### src/hw/ies_pkg.sv
package ies_pkg;

  // ********************************************************************
  // timing and sizes
  // ********************************************************************
  localparam int unsigned OSC_PER_INSN = 4; // clock periods per instruction cycle
  localparam int unsigned STACK_DEPTH = 8;
  localparam int unsigned PC_W = 13;
  localparam int unsigned WORD_W = 14;

  // ********************************************************************
  // register offsets (byte addresses, one word each)
  // ********************************************************************
  localparam logic [11:0] A_CTRL = 12'h000;
  localparam logic [11:0] A_STATUS = 12'h004;
  localparam logic [11:0] A_ACC = 12'h008;
  localparam logic [11:0] A_PC = 12'h00C;
  localparam logic [11:0] A_UJL = 12'h010;
  localparam logic [11:0] A_STACK = 12'h014;

  // ********************************************************************
  // field positions
  // ********************************************************************
  localparam int unsigned CTRL_RUN_BIT = 0;
  localparam int unsigned CTRL_CLR_BIT = 1;
  localparam int unsigned ST_C_BIT = 0;
  localparam int unsigned ST_DC_BIT = 1;
  localparam int unsigned ST_Z_BIT = 2;
  localparam int unsigned ST_ILL_BIT = 3;
  localparam int unsigned ST_PH_LSB = 4;
  localparam int unsigned STK_TOP_LSB = 16;
  localparam int unsigned DEST_BIT = 7;
  localparam int unsigned UJL_HI = 4;
  localparam int unsigned UJL_LO = 3;

  // ********************************************************************
  // reset values
  // ********************************************************************
  localparam logic [PC_W-1:0] RST_PC = 13'h0000;
  localparam logic [7:0] RST_W = 8'h00;
  localparam logic [4:0] RST_UJL = 5'h00;
  localparam logic [WORD_W-1:0] NOP_WORD = 14'h0000;

  // ********************************************************************
  // opcode patterns (x bits simply left out of the compare)
  // ********************************************************************
  localparam logic [4:0] OPC_ADD_LIT = 5'h1F;  // word[13:9]
  localparam logic [5:0] OPC_AND_LIT = 6'h39;  // word[13:8]
  localparam logic [5:0] OPC_ADD_FILE = 6'h07; // word[13:8]
  localparam logic [5:0] OPC_AND_FILE = 6'h05; // word[13:8]
  localparam logic [3:0] OPC_BIT_SKIP = 4'h7;  // word[13:10]
  localparam logic [2:0] OPC_CALL = 3'h4;      // word[13:11]
  localparam logic [6:0] OPC_CLR_FILE = 7'h03; // word[13:7]
  localparam logic [5:0] OPC_DEC_SKIP = 6'h0B; // word[13:8]

  typedef enum logic [3:0] {
    OP_NOP = 4'h0,
    OP_ADD_LIT = 4'h1,
    OP_AND_LIT = 4'h2,
    OP_ADD_FILE = 4'h3,
    OP_AND_FILE = 4'h4,
    OP_BIT_SKIP = 4'h5,
    OP_CALL = 4'h6,
    OP_CLR_FILE = 4'h7,
    OP_DEC_SKIP = 4'h8,
    OP_OTHER = 4'h9
  } ies_op_t;

  typedef enum logic [1:0] {
    PH_Q1 = 2'h0,
    PH_Q2 = 2'h1,
    PH_Q3 = 2'h2,
    PH_Q4 = 2'h3
  } ies_phase_t;

  typedef enum logic [1:0] {
    ALU_ADD = 2'h0,
    ALU_AND = 2'h1,
    ALU_DEC = 2'h2,
    ALU_CLR = 2'h3
  } ies_alu_op_t;

  // ********************************************************************
  // carriers and state
  // ********************************************************************
  typedef struct packed {
    logic [6:0] addr;
    logic [7:0] wdata;
    logic we;
  } ies_file_req_t;

  typedef struct packed {
    logic [7:0] res;
    logic carry;
    logic nib;
    logic zero;
  } ies_alu_out_t;

  typedef struct packed {
    logic [STACK_DEPTH-1:0][PC_W-1:0] mem;
    logic [2:0] ptr;
    logic [3:0] level;
  } ies_stack_state_t;

  typedef struct packed {
    ies_phase_t phase;
    logic run;
    logic [PC_W-1:0] pc;
    logic [WORD_W-1:0] ir;
    logic [7:0] opnd;
    logic [7:0] w;
    logic c;
    logic dc;
    logic z;
    logic [4:0] ujl;
    logic illegal;
    ies_alu_out_t res;
    logic cond;
    logic [7:0] fwdata;
    logic fwe;
    logic [31:0] prdata;
  } ies_core_state_t;

endpackage : ies_pkg

### src/hw/ies_alu.sv
module ies_alu (
  // operation select
  input wire ies_pkg::ies_alu_op_t op_in,
  // operands
  input wire logic [7:0] a_in,
  input wire logic [7:0] b_in,
  // result with flags
  output ies_pkg::ies_alu_out_t out_out
);

  logic [8:0] sum;
  logic [4:0] nib_sum;

  // carries taken from the widened sums, not from the truncated byte
  always_comb begin
    sum = {1'b0, a_in} + {1'b0, b_in};
    nib_sum = {1'b0, a_in[3:0]} + {1'b0, b_in[3:0]};
    out_out = '0;
    case (op_in)
      ies_pkg::ALU_ADD: begin
        out_out.res = sum[7:0];
        out_out.carry = sum[8];
        out_out.nib = nib_sum[4];
      end
      ies_pkg::ALU_AND: out_out.res = a_in & b_in;
      ies_pkg::ALU_DEC: out_out.res = b_in - 8'h01;
      default: out_out.res = 8'h00;
    endcase
    out_out.zero = (out_out.res == 8'h00);
  end

endmodule : ies_alu

### src/hw/ies_return_stack.sv
module ies_return_stack (
  // clock, reset, enable
  input wire logic clk_in,
  input wire logic resetn_in,
  input wire logic ce_in,
  // push side
  input wire logic push_in,
  input wire logic [ies_pkg::PC_W-1:0] data_in,
  // observation
  output logic [ies_pkg::PC_W-1:0] top_out,
  output logic [3:0] level_out
);

  ies_pkg::ies_stack_state_t cur;
  ies_pkg::ies_stack_state_t next_cur;

  // circular store: a ninth push overwrites the oldest entry silently
  always_comb begin
    next_cur = cur;
    if (push_in) begin
      next_cur.mem[cur.ptr] = data_in;
      next_cur.ptr = cur.ptr + 3'h1;
      if (cur.level != 4'(ies_pkg::STACK_DEPTH)) begin
        next_cur.level = cur.level + 4'h1;
      end
    end
  end

  always_ff @(posedge clk_in or negedge resetn_in) begin
    if (!resetn_in) begin
      cur <= '0;
    end else if (ce_in) begin
      cur <= next_cur;
    end
  end

  // head entry sits one below the write pointer
  assign top_out = cur.mem[cur.ptr - 3'h1];
  assign level_out = cur.level;

endmodule : ies_return_stack

### src/hw/ies_core.sv
module ies_core (
  // clock, reset, enable
  input wire logic clk_in,
  input wire logic resetn_in,
  input wire logic ce_in,
  // apb slave
  input wire logic psel_in,
  input wire logic penable_in,
  input wire logic pwrite_in,
  input wire logic [11:0] paddr_in,
  input wire logic [31:0] pwdata_in,
  input wire logic [3:0] pstrb_in,
  output logic pready_out,
  output logic pslverr_out,
  output logic [31:0] prdata_out,
  // program memory fetch
  output logic [ies_pkg::PC_W-1:0] prog_addr_out,
  input wire logic [ies_pkg::WORD_W-1:0] prog_word_in,
  // file register port
  output ies_pkg::ies_file_req_t file_req_out,
  input wire logic [7:0] file_rdata_in
);

  // ********************************************************************
  // state and helpers
  // ********************************************************************
  // core state apart from the return stack lives in one registered struct
  ies_pkg::ies_core_state_t cur;
  ies_pkg::ies_core_state_t next_cur;
  // decode result and datapath wiring
  ies_pkg::ies_op_t op;
  ies_pkg::ies_alu_op_t alu_op;
  ies_pkg::ies_alu_out_t alu_out;
  logic [7:0] alu_b;
  // return stack view and push strobe
  logic [ies_pkg::PC_W-1:0] stk_top;
  logic [3:0] stk_level;
  logic push;
  logic dest_file;
  // bus decode helpers
  logic mapped;
  logic wr;
  logic [31:0] rd_mux;

  // ********************************************************************
  // decode
  // ********************************************************************
  // only the fixed opcode bits are compared, x positions never matter
  // the fixed fields of the eight patterns never overlap, so the order is free
  always_comb begin
    op = ies_pkg::OP_OTHER;
    if (cur.ir[13:9] == ies_pkg::OPC_ADD_LIT) begin
      op = ies_pkg::OP_ADD_LIT;
    end else if (cur.ir[13:8] == ies_pkg::OPC_AND_LIT) begin
      op = ies_pkg::OP_AND_LIT;
    end else if (cur.ir[13:8] == ies_pkg::OPC_ADD_FILE) begin
      op = ies_pkg::OP_ADD_FILE;
    end else if (cur.ir[13:8] == ies_pkg::OPC_AND_FILE) begin
      op = ies_pkg::OP_AND_FILE;
    end else if (cur.ir[13:10] == ies_pkg::OPC_BIT_SKIP) begin
      op = ies_pkg::OP_BIT_SKIP;
    end else if (cur.ir[13:11] == ies_pkg::OPC_CALL) begin
      op = ies_pkg::OP_CALL;
    end else if (cur.ir[13:7] == ies_pkg::OPC_CLR_FILE) begin
      op = ies_pkg::OP_CLR_FILE;
    end else if (cur.ir[13:8] == ies_pkg::OPC_DEC_SKIP) begin
      op = ies_pkg::OP_DEC_SKIP;
    end else if (cur.ir[13:7] == 7'h00 && cur.ir[4:0] == 5'h00) begin
      op = ies_pkg::OP_NOP; // x bits 6:5 ignored
    end
  end

  // operand and alu function per instruction
  // literal forms take the low byte of the word, file forms the operand read in Q2
  always_comb begin
    alu_b = cur.opnd;
    alu_op = ies_pkg::ALU_AND;
    case (op)
      ies_pkg::OP_ADD_LIT: begin
        alu_b = cur.ir[7:0];
        alu_op = ies_pkg::ALU_ADD;
      end
      ies_pkg::OP_AND_LIT: alu_b = cur.ir[7:0];
      ies_pkg::OP_ADD_FILE: alu_op = ies_pkg::ALU_ADD;
      ies_pkg::OP_CLR_FILE: alu_op = ies_pkg::ALU_CLR;
      ies_pkg::OP_DEC_SKIP: alu_op = ies_pkg::ALU_DEC;
      default: alu_op = ies_pkg::ALU_AND;
    endcase
  end

  // flag logic kept in one place so every add reports its carries alike
  ies_alu u_alu (
    .op_in(alu_op),
    .a_in(cur.w),
    .b_in(alu_b),
    .out_out(alu_out)
  );

  // pushed value is the already incremented pc, i.e. the return address
  ies_return_stack u_stack (
    .clk_in(clk_in),
    .resetn_in(resetn_in),
    .ce_in(ce_in),
    .push_in(push),
    .data_in(cur.pc),
    .top_out(stk_top),
    .level_out(stk_level)
  );

  // destination select: 0 keeps the result in the accumulator
  assign dest_file = cur.ir[ies_pkg::DEST_BIT];

  // ********************************************************************
  // apb decode
  // ********************************************************************
  always_comb begin
    mapped = 1'b1;
    rd_mux = 32'h0000_0000;
    // unlisted bits and addresses read as zero
    case (paddr_in)
      ies_pkg::A_CTRL: rd_mux[ies_pkg::CTRL_RUN_BIT] = cur.run;
      ies_pkg::A_STATUS: begin
        rd_mux[ies_pkg::ST_C_BIT] = cur.c;
        rd_mux[ies_pkg::ST_DC_BIT] = cur.dc;
        rd_mux[ies_pkg::ST_Z_BIT] = cur.z;
        rd_mux[ies_pkg::ST_ILL_BIT] = cur.illegal;
        rd_mux[ies_pkg::ST_PH_LSB +: 2] = cur.phase;
      end
      ies_pkg::A_ACC: rd_mux[7:0] = cur.w;
      ies_pkg::A_PC: rd_mux[ies_pkg::PC_W-1:0] = cur.pc;
      ies_pkg::A_UJL: rd_mux[4:0] = cur.ujl;
      ies_pkg::A_STACK: begin
        rd_mux[3:0] = stk_level;
        rd_mux[ies_pkg::STK_TOP_LSB +: ies_pkg::PC_W] = stk_top;
      end
      default: mapped = 1'b0;
    endcase
  end

  // zero wait states while enabled; a frozen block stalls the bus
  // error only in the access phase, so a setup cycle never flags
  assign pready_out = ce_in;
  assign pslverr_out = psel_in & penable_in & ~mapped;
  assign wr = psel_in & penable_in & pwrite_in & mapped;

  // ********************************************************************
  // next state
  // ********************************************************************
  always_comb begin
    next_cur = cur;
    push = 1'b0;
    next_cur.fwe = 1'b0;
    // read data is sampled in the setup cycle and held for the access
    if (psel_in && !penable_in) begin
      next_cur.prdata = rd_mux;
    end
    // register writes; accumulator, pc and flags only while halted; the sticky-bit clear acts anytime, the clear bit fully only while halted
    // halting is the only safe moment to load the accumulator, pc or flags
    if (wr && pstrb_in[0]) begin
      case (paddr_in)
        ies_pkg::A_CTRL: begin
          next_cur.run = pwdata_in[ies_pkg::CTRL_RUN_BIT];
          if (pwdata_in[ies_pkg::CTRL_CLR_BIT]) begin
            next_cur.phase = ies_pkg::PH_Q1;
            next_cur.pc = ies_pkg::RST_PC;
            next_cur.ir = ies_pkg::NOP_WORD;
          end
        end
        ies_pkg::A_STATUS: begin
          if (!cur.run) begin
            next_cur.c = pwdata_in[ies_pkg::ST_C_BIT];
            next_cur.dc = pwdata_in[ies_pkg::ST_DC_BIT];
            next_cur.z = pwdata_in[ies_pkg::ST_Z_BIT];
          end
          // write one to clear; a new event later this cycle wins
          if (pwdata_in[ies_pkg::ST_ILL_BIT]) begin
            next_cur.illegal = 1'b0;
          end
        end
        ies_pkg::A_ACC: begin
          if (!cur.run) begin
            next_cur.w = pwdata_in[7:0];
          end
        end
        ies_pkg::A_PC: begin
          if (!cur.run) begin
            next_cur.pc[7:0] = pwdata_in[7:0];
          end
        end
        ies_pkg::A_UJL: next_cur.ujl = pwdata_in[4:0];
        default: next_cur.ujl = cur.ujl;
      endcase
    end
    if (wr && pstrb_in[1] && paddr_in == ies_pkg::A_PC && !cur.run) begin
      next_cur.pc[12:8] = pwdata_in[12:8];
    end

    // four clock phases make one instruction cycle
    if (cur.run) begin
      case (cur.phase)
        ies_pkg::PH_Q1: begin
          // file address from the new word settles during this phase
          next_cur.phase = ies_pkg::PH_Q2;
        end
        ies_pkg::PH_Q2: begin
          // file address has been stable since Q1
          next_cur.opnd = file_rdata_in;
          next_cur.phase = ies_pkg::PH_Q3;
        end
        ies_pkg::PH_Q3: begin
          next_cur.res = alu_out;
          next_cur.fwdata = alu_out.res;
          next_cur.cond = 1'b0;
          case (op)
            ies_pkg::OP_ADD_FILE, ies_pkg::OP_AND_FILE: begin
              next_cur.fwe = dest_file;
            end
            ies_pkg::OP_DEC_SKIP: begin
              next_cur.fwe = dest_file;
              next_cur.cond = alu_out.zero;
            end
            ies_pkg::OP_CLR_FILE: begin
              next_cur.fwe = 1'b1; // zero written
            end
            ies_pkg::OP_BIT_SKIP: begin
              next_cur.cond = cur.opnd[cur.ir[9:7]];
            end
            default: next_cur.fwe = 1'b0;
          endcase
          next_cur.phase = ies_pkg::PH_Q4;
        end
        ies_pkg::PH_Q4: begin
          // commit results; pc already points past this instruction
          next_cur.ir = prog_word_in;
          next_cur.pc = cur.pc + 13'h0001;
          case (op)
            ies_pkg::OP_ADD_LIT: begin
              next_cur.w = cur.res.res;
              next_cur.c = cur.res.carry;
              next_cur.dc = cur.res.nib;
              next_cur.z = cur.res.zero;
            end
            ies_pkg::OP_AND_LIT: begin
              next_cur.w = cur.res.res;
              next_cur.z = cur.res.zero;
            end
            ies_pkg::OP_ADD_FILE: begin
              if (!dest_file) begin
                next_cur.w = cur.res.res;
              end
              next_cur.c = cur.res.carry;
              next_cur.dc = cur.res.nib;
              next_cur.z = cur.res.zero;
            end
            ies_pkg::OP_AND_FILE: begin
              if (!dest_file) begin
                next_cur.w = cur.res.res;
              end
              next_cur.z = cur.res.zero;
            end
            ies_pkg::OP_CLR_FILE: begin
              next_cur.z = 1'b1;
            end
            ies_pkg::OP_DEC_SKIP: begin
              if (!dest_file) begin
                next_cur.w = cur.res.res; // flags untouched
              end
              if (cur.cond) begin
                next_cur.ir = ies_pkg::NOP_WORD;
              end
            end
            ies_pkg::OP_BIT_SKIP: begin
              if (cur.cond) begin
                next_cur.ir = ies_pkg::NOP_WORD;
              end
            end
            ies_pkg::OP_CALL: begin
              // prefetched word dropped, target fetched next cycle
              push = 1'b1;
              next_cur.ir = ies_pkg::NOP_WORD;
              next_cur.pc = {cur.ujl[ies_pkg::UJL_HI:ies_pkg::UJL_LO],
                             cur.ir[10:0]};
            end
            ies_pkg::OP_OTHER: begin
              // unsupported words run as a no-op but leave a trace
              next_cur.illegal = 1'b1;
            end
            ies_pkg::OP_NOP: begin
              // nothing to commit; a pending clear of the sticky bit must survive
              push = 1'b0;
            end
            default: push = 1'b0;
          endcase
          next_cur.phase = ies_pkg::PH_Q1;
        end
        default: next_cur.phase = ies_pkg::PH_Q1;
      endcase
    end
  end

  // ********************************************************************
  // state register
  // ********************************************************************
  // every field clears to zero first, then the named reset values are loaded
  always_ff @(posedge clk_in or negedge resetn_in) begin
    if (!resetn_in) begin
      cur <= '0;
      cur.phase <= ies_pkg::PH_Q1;
      cur.pc <= ies_pkg::RST_PC;
      cur.ir <= ies_pkg::NOP_WORD;
      cur.w <= ies_pkg::RST_W;
      cur.ujl <= ies_pkg::RST_UJL;
    end else if (ce_in) begin
      cur <= next_cur;
    end
  end

  // ********************************************************************
  // outputs
  // ********************************************************************
  // registered read data holds until the next setup cycle
  assign prdata_out = cur.prdata;
  // fetch address is the pc, which already points past the executing word
  assign prog_addr_out = cur.pc;
  // file port: address from the word, write pulse during Q4 only
  assign file_req_out.addr = cur.ir[6:0];
  assign file_req_out.wdata = cur.fwdata;
  assign file_req_out.we = cur.fwe;

endmodule : ies_core

### config.mk
export PLATFORM = sky130hd
export DESIGN_NAME = ies_core
export DESIGN_NICKNAME = d
export VERILOG_FILES = /design/src/hw/ies_pkg.sv /design/src/hw/ies_alu.sv /design/src/hw/ies_return_stack.sv /design/src/hw/ies_core.sv
export SDC_FILE = /design/constraint.sdc
export NUM_CORES = 1
export LEC_CHECK = 0
export ABC_AREA = 1
export BUFFER_PORTS_ARGS = -buffer_cell sky130_fd_sc_hd__buf_2
export CAP_MARGIN = 20
export CORE_ASPECT_RATIO = 0.8
export CORE_MARGIN = 5
export CORE_UTILIZATION = 30
export DETAILED_ROUTE_END_ITERATION = 8
export PLACE_DENSITY_LB_ADDON = 0.3
export SLEW_MARGIN = 10
export SYNTH_ARGS = -nofsm -noshare
export SYNTH_HDL_FRONTEND = slang
export SYNTH_SLANG_ARGS = --single-unit
### constraint.sdc
create_clock -name clk_in -period 3.2 [get_ports clk_in]
set_input_delay 0.32 -clock clk_in [delete_from_list [all_inputs] [get_ports clk_in]]
set_output_delay 0.32 -clock clk_in [all_outputs]
set_load 0.01 [all_outputs]
==> results of run 1 <==
==> path summary, 6_finish.rpt <==
path,startpoint,cells after the start,end
max in group asynchronous,resetn_in,3,file_req_out[5]$_DFFE_PN0P_
min in group asynchronous,resetn_in,2,prdata_out[28]$_DFFE_PN0P_
worst max register to register,cur[87]$_DFFE_PN0P_,16,cur[41]$_DFFE_PN0P_
worst max-delay path,cur[87]$_DFFE_PN0P_,16,cur[41]$_DFFE_PN0P_
worst min register to register,prdata_out[27]$_DFFE_PN0P_,1,prdata_out[27]$_DFFE_PN0P_
worst min-delay path,file_rdata_in[3],2,cur[73]$_DFFE_PN0P_
==> Yosys cell counts, types with 11 or more instances <==
cell	count
o21ai_0	230
dfrtp_1	205
o211ai_1	12
a21oi_1	35
ha_1	17
nand2_1	363
o21ai_1	18
o221ai_1	25
clkbuf_1	62
nand3_1	111
buf_4	64
nor2_2	13
inv_1	115
nor2_1	113
o22ai_1	11
nand4_1	18
==> report_power, final <==
group          total [mW]  switching, mW  internal [mW]
clock network        2.71           1.14           1.57
registers            3.68          0.611           3.07
logic                4.65           3.13           1.52
total                11.0           4.89           6.16
==> layer usage <==
layer  up-vias  global-route usage  share of wire
li1       5102                   -              -
met1      4887              0.2397           0.47
met2       290              0.2609           0.45
met3        50             0.02766          0.053
met4         0             0.03126          0.021
met5         -                   0              0
==> flip-flops by register name, indices dropped and copies added, names as in the netlist <==
name,cells
u_stack.cur,107
cur,39
prdata_out,26
file_req_out,16
prog_addr_out,13
u_stack.level_out,4
==> critical path: stages, from the launching register on <==
cell and delay, ns:
dfrtp_2 0.45, nor2_2 0.15, nand3_2 0.20, nand2_8 0.19
nand2_1 0.06, o21ai_1 0.16, inv_1 0.13, ha_1 0.36
nand2_1 0.11, a21oi_1 0.05, a211oi_1 0.27, nand3_1 0.12
nand3_1 0.09, nand2_1 0.06, nor2_2 0.12, nand4_1 0.17
nand2_1 0.10
==> layout make-up <==
class | instances | area, sq um | area share
clock buffer | 32 | 679.4 | 0.05164
clock inverter | 8 | 91.34 | 0.006942
inverter | 126 | 473.0 | 0.03595
multi-input combinational | 1058 | 5341 | 0.4060
sequential | 205 | 5135 | 0.3903
tap | 495 | 619.3 | 0.04708
timing repair buffer | 140 | 817.0 | 0.06210
==> per-stage QoR <==
| stage | power [mW] | hold slack [ns] |
|---|---|---|
| final | 11.05 | 0.02817 |
| after detailed placement | 8.328 | 0.4404 |
| after global placement | 8.262 | 0.4478 |
| after CTS | 11.10 | 0.002826 |
| after floorplan | 6.924 | 0.02441 |
| after global routing | 11.94 | 0.01547 |
==> cells by family (layout without fill, tap and decap cells) <==
| kind of cell | after synthesis | in the layout | synth area share |
|---|---|---|---|
| AOI/OAI and AO/OA | 360 | 360 | 0.1743 |
| xor gates and xnor gates | 10 | 10 | 0.007499 |
| adders and majority gates | 17 | 17 | 0.01821 |
| buffers and inverters | 263 | 306 | 0.1065 |
| DFF | 205 | 205 | 0.4392 |
| muxes | 7 | 7 | 0.006641 |
| other | 1 | 6 | 0.0003211 |
| and+or+nand+nor | 658 | 658 | 0.2473 |
==> cell usage in the layout, fill, tap and decap left out, types with 11 or more instances in the layout <==
master,count
o221ai_1,25
o21ai_0,230
inv_1,115
nor2_2,14
o22ai_1,11
buf_2,110
ha_1,17
nor2_1,112
clkbuf_16,23
buf_4,23
dfrtp_1,201
o21ai_1,18
nand4_1,18
o211ai_1,12
nand3_1,111
a21oi_1,35
nand2_1,363
==> what timing repair did <==
item / 4_1_cts / 5_1_grt
gates resized for setup: 0 / 7
setup buffers: 0 / 1
endpoints found under the hold margin: 88 / 0
hold buffers: 4 / 0
endpoints found under the setup margin: 0 / 3
==> results.json, run 1 <==
{
  "hpwl_mm": 26.28,
  "area_growth_syn_to_layout_pct": 12.64,
  "synth_cells": 1521,
  "outcome": "finished, final reports clean",
  "die_x_um": 230.6,
  "max-slew-margin-rel": 0.3155,
  "grt_start_max_net_pins": 90,
  "drtIter0Drc": 1015,
  "crit_arrival_ns": 3.31,
  "ys.flop_type": "dfrtp_1",
  "placed_cells": 2019,
  "clockBufferDepth": 3,
  "drive_gt1_frac": 0.1485,
  "setup_tns_ns": 0,
  "antenna_left": 0,
  "io_buffers": 111,
  "worstPathMaxFanout": 14,
  "ys_types": 55,
  "cts_buffers": 23,
  "fp.dieArea_sq_um": 43000,
  "clk_pin_slew_ns": 0.06,
  "post-route-period-util": 0.8870,
  "synth_top_cell_by_area": "dfrtp_1",
  "avgViaCountPerCell": 5.004,
  "finalNonFillerCells": 2064,
  "htree_levels": 1,
  "grt_use_total": 0.1647,
  "setup_viol_count_final": 0,
  "crit_type": "flip-flop to flip-flop",
  "final_core_util": 0.3430,
  "fin_crit_ns": 2.838,
  "synth-edff-count": 0,
  "clock_sinks": 205,
  "dpl_cell_area_sq_um": 12320,
  "ys_top_cells_by_area": "dfrtp_1 (44%), nand2_1 (12%), o21ai_0 (9.9%), nand3_1 (4.8%), buf_4 (4.1%)",
  "rrSetupSlack_ns": 0.36,
  "ys_seq_elements": 205,
  "synth_top_cell_area_share": 0.4392,
  "stdcell_area_sq_um": 13160,
  "root_buffer": "clkbuf_16",
  "finalWirelength_mm": 36.49,
  "start_kind": "flip-flop",
  "synthesis.area_sq_um": 11680,
  "route.detailed.drc": 0,
  "die_h_um": 186.5,
  "fillers": 4079,
  "grt_pass1_vias": 9743,
  "ys_seq_area_frac": 0.4392,
  "tightest_slew_ns": 1.027,
  "finalHoldViolations": 0,
  "drt_first_pass_iters": 5,
  "coreArea_sq_um": 38360,
  "rsz0062_at_grt": "no",
  "p_leak_nw": 6.307,
  "antenna_cells": 0,
  "fin_nets": 1647,
  "start_util": 0.3045,
  "wl_per_cell_um": 17.68,
  "finClkSkew_ns": 0.01659,
  "pre_cts_ws_ns": 0.2838,
  "p_per_area_nw_per_um2": 839.7,
  "cp-end-kind": "flip-flop",
  "vias": 10330,
  "setup_ws_ns": 0.3617,
  "final_max_slew_viol_count": 0,
  "clkLatencyLatePin_ns": 0.54,
  "fmax_ghz": 0.3523,
  "grt_pass1_wl_mm": 57.12,
  "required_ns": 3.67,
  "async_flop_share": 1.000,
  "antenna_found_initial": 0,
  "rows": 64,
  "io_pins": 139,
  "synth.avg_cell_area_sq_um": 7.679,
  "hold_class": "input port to flip-flop",
  "cap_violations": 0,
  "cts_tree": "built",
  "peakVddDrop_mv": 0.5363,
  "gp_routability_congestion": 0.9188,
  "grt_overflow": 0,
  "yosysWarnings": 0
}
Power figures use the tool's default switching activity.
==> run 2: changes to the inputs <==
--- a/config.mk
+++ b/config.mk
@@ -6,12 +6,12 @@
 export NUM_CORES = 1
 export LEC_CHECK = 0
 export ABC_AREA = 1
-export BUFFER_PORTS_ARGS = -buffer_cell sky130_fd_sc_hd__buf_2
 export CAP_MARGIN = 20
 export CORE_ASPECT_RATIO = 0.8
 export CORE_MARGIN = 5
 export CORE_UTILIZATION = 30
 export DETAILED_ROUTE_END_ITERATION = 8
+export DONT_BUFFER_PORTS = 1
 export PLACE_DENSITY_LB_ADDON = 0.3
 export SLEW_MARGIN = 10
 export SYNTH_ARGS = -nofsm -noshare
==> run 2 against run 1 <==
Against the previous run: the run now ends with hold timing left; clock-buffer cell count fell by 3; cell count fell by 4.9%; wire length up 0.56%; worst hold slack got worse by 0.54 ns; sequential power increased by 4%; clock skew down 0.0067 ns; critical path type unchanged; non-clock buffer count down 100; combinational power decreased by 6.7%.
==> results.json, run 2 (synthesis gave the netlist of run 1 again) <==
{
  "comb_power_share": 0.398,
  "fmax_ghz": 0.3475,
  "total_power_mw": 10.89,
  "area_growth_syn_to_layout_pct": 8.420,
  "root_buffer": "clkbuf_16",
  "cts_buffers": 23,
  "io_pins": 139,
  "finalHoldViolations": 205,
  "crit_type": "flip-flop to flip-flop",
  "crit_chain": "inv_2 > nor2_2 > nand3_2 > nand2_8 > inv_2 > o21ai_1 > inv_1 > ha_1 > nand2_1 > a21oi_1 > a211oi_1 > nand3_1 > nand3_1 > nand2_1 > nor2_2 > nand4_1 > nand2_1",
  "clkLatencyLatePin_ns": 0.54,
  "antenna_cells": 0,
  "tightest_slew_ns": 1.016,
  "grt_start_max_net_pins": 206,
  "cts_tree": "built",
  "crit_arrival_ns": 3.35,
  "route.detailed.drc": 0,
  "p_leak_nw": 5.856,
  "worstPathMaxFanout": 14,
  "whs_ns": -0.5128,
  "antenna_left": 0,
  "critPathLaunch": "cur[89]$_DFFE_PN0P_",
  "hold_class": "input port to async pin",
  "fin_nets": 1547,
  "largest_reg_flops": 107,
  "avgViaCountPerCell": 5.166,
  "crit_slowest_cell": "dfrtp_1",
  "grt_use_total": 0.1659,
  "pwr-share-seq": 0.350,
  "largest_register": "u_stack.cur",
  "switching_share": 0.4444,
  "post-route-period-util": 0.8993,
  "drtIter0Drc": 1005,
  "die_h_um": 186.5,
  "clk_pin_slew_ns": 0.06,
  "rsz0062_at_grt": "no",
  "required_ns": 3.67,
  "final_common_cell": "nand2_1",
  "max-slew-margin-rel": 0.3229,
  "io_buffers": 0,
  "cp-end-kind": "flip-flop",
  "start_util": 0.3045,
  "drt_first_pass_iters": 7,
  "fin_crit_ns": 2.878,
  "htree_levels": 1,
  "finalWirelength_mm": 36.69,
  "grt_overflow": 0,
  "cp_num_buf_inv": 3,
  "setup_tns_ns": 0,
  "final_cell_mix": "nand2_1 (363), o21ai_0 (230), dfrtp_1 (204)",
  "hpwl_mm": 25.43,
  "drive_gt1_frac": 0.08044,
  "gp_routability_congestion": 0.9115,
  "coreArea_sq_um": 38360,
  "violations": "hold timing",
  "start_kind": "flip-flop",
  "wl_per_cell_um": 18.70,
  "antenna_found_initial": 1,
  "cap_violations": 0,
  "vias": 10140,
  "rows": 64,
  "p_per_area_nw_per_um2": 859.6,
  "fp.dieArea_sq_um": 43000,
  "grt_pass1_wl_mm": 57.24,
  "slowest_delay_ns": 0.45,
  "hold_buffers": 14,
  "cpLargestDelayFamily": "simple AND/OR/NAND/NOR gates",
  "r2r_start": "cur[89]$_DFFE_PN0P_",
  "p_switching_mw": 4.837,
  "p_clk_frac": 0.252,
  "final_max_slew_viol_count": 0,
  "grt_pass1_vias": 9554,
  "die_x_um": 230.6,
  "outcome": "finished with violations",
  "p_int_mw": 6.048,
  "peakVddDrop_mv": 0.5401,
  "finClkSkew_ns": 0.009909,
  "clock_sinks": 205,
  "clockBufferDepth": 3,
  "path_common_cell": "nand2_1",
  "setup_viol_count_final": 0
}
## run 2: cell types whose count changed in the layout (fill, tap and decap cells not counted), sizes merged
cell and change:
clkbuf -4, dlygate4sd3 +9, buf -108, inv +1, clkinvlp -1, bufinv +1
## run 2: worst register-to-register path, stage by stage, from the launching register on
cell      delay [ns]
dfrtp_1         0.45
inv_2           0.09
nor2_2          0.10
nand3_2         0.20
nand2_8         0.19
inv_2           0.11
o21ai_1         0.18
inv_1           0.10
ha_1            0.33
nand2_1         0.11
a21oi_1         0.05
a211oi_1        0.25
nand3_1         0.12
nand3_1         0.09
nand2_1         0.06
nor2_2          0.12
nand4_1         0.16
nand2_1         0.10
## run 2: power by group through the flow
stage / clock network, mW / logic, mW / registers (mW)
floorplan: 0 / 3.48 / 3.44
global placement: 0 / 4.21 / 3.85
detailed placement: 0 / 4.27 / 3.86
CTS: 2.80 / 4.32 / 3.82
global route: 2.90 / 4.93 / 3.88
finish: 2.74 / 4.34 / 3.81
## run 2: final timing paths
check,end,slack [ns],cells past startpoint
worst max-delay path,cur[41]$_DFFE_PN0P_,0.32,17
worst min-delay path,u_stack.cur[71]$_DFFE_PN0P_,-0.51,0
worst max register to register,cur[41]$_DFFE_PN0P_,0.32,17
worst min register to register,cur[43]$_DFFE_PN0P_,0.48,2
max in group asynchronous,cur[87]$_DFFE_PN0P_,3.28,0
min in group clk_in,prog_addr_out[0]$_DFFE_PN0P_,0.03,4
## run 2: layer usage
| layer | share of wire | routed length, um | global-route usage |
|---|---|---|---|
| met1 | 0.46 | 16760 | 0.2324 |
| met2 | 0.45 | 16640 | 0.2645 |
| met3 | 0.065 | 2394 | 0.03601 |
| met4 | 0.024 | 881 | 0.03746 |
| met5 | 0.00035 | 13 | 0 |
## run 2: layout make-up
class                      count  area, sq um
fill                        4086        25690
multi-input combinational   1058         5334
sequential                   205         5131
clock buffer                  29        638.1
tap                          495        619.3
inverter                     126        473.0
timing repair buffer          40        345.3
clock inverter                 9        122.6
## run 2: stage by stage
stage | util | worst slack [ns] | std cells | instance area [sq um]
floorplan | - | 0.7153 | 1526 | 11700
global placement | 0.3061 | 0.3669 | 1910 | 11740
detailed placement | 0.3061 | 0.2517 | 1910 | 11740
CTS | 0.3299 | 0.2388 | 1962 | 12650
global route | 0.3301 | 0.01411 | 1962 | 12660
finish | 0.3301 | 0.3221 | 1962 | 12660
## run 2: repair_timing
item	CTS	global route
endpoints found under the hold margin	250	205
buffers inserted	0	0
endpoints found under the setup margin	0	2
resized for setup	0	2
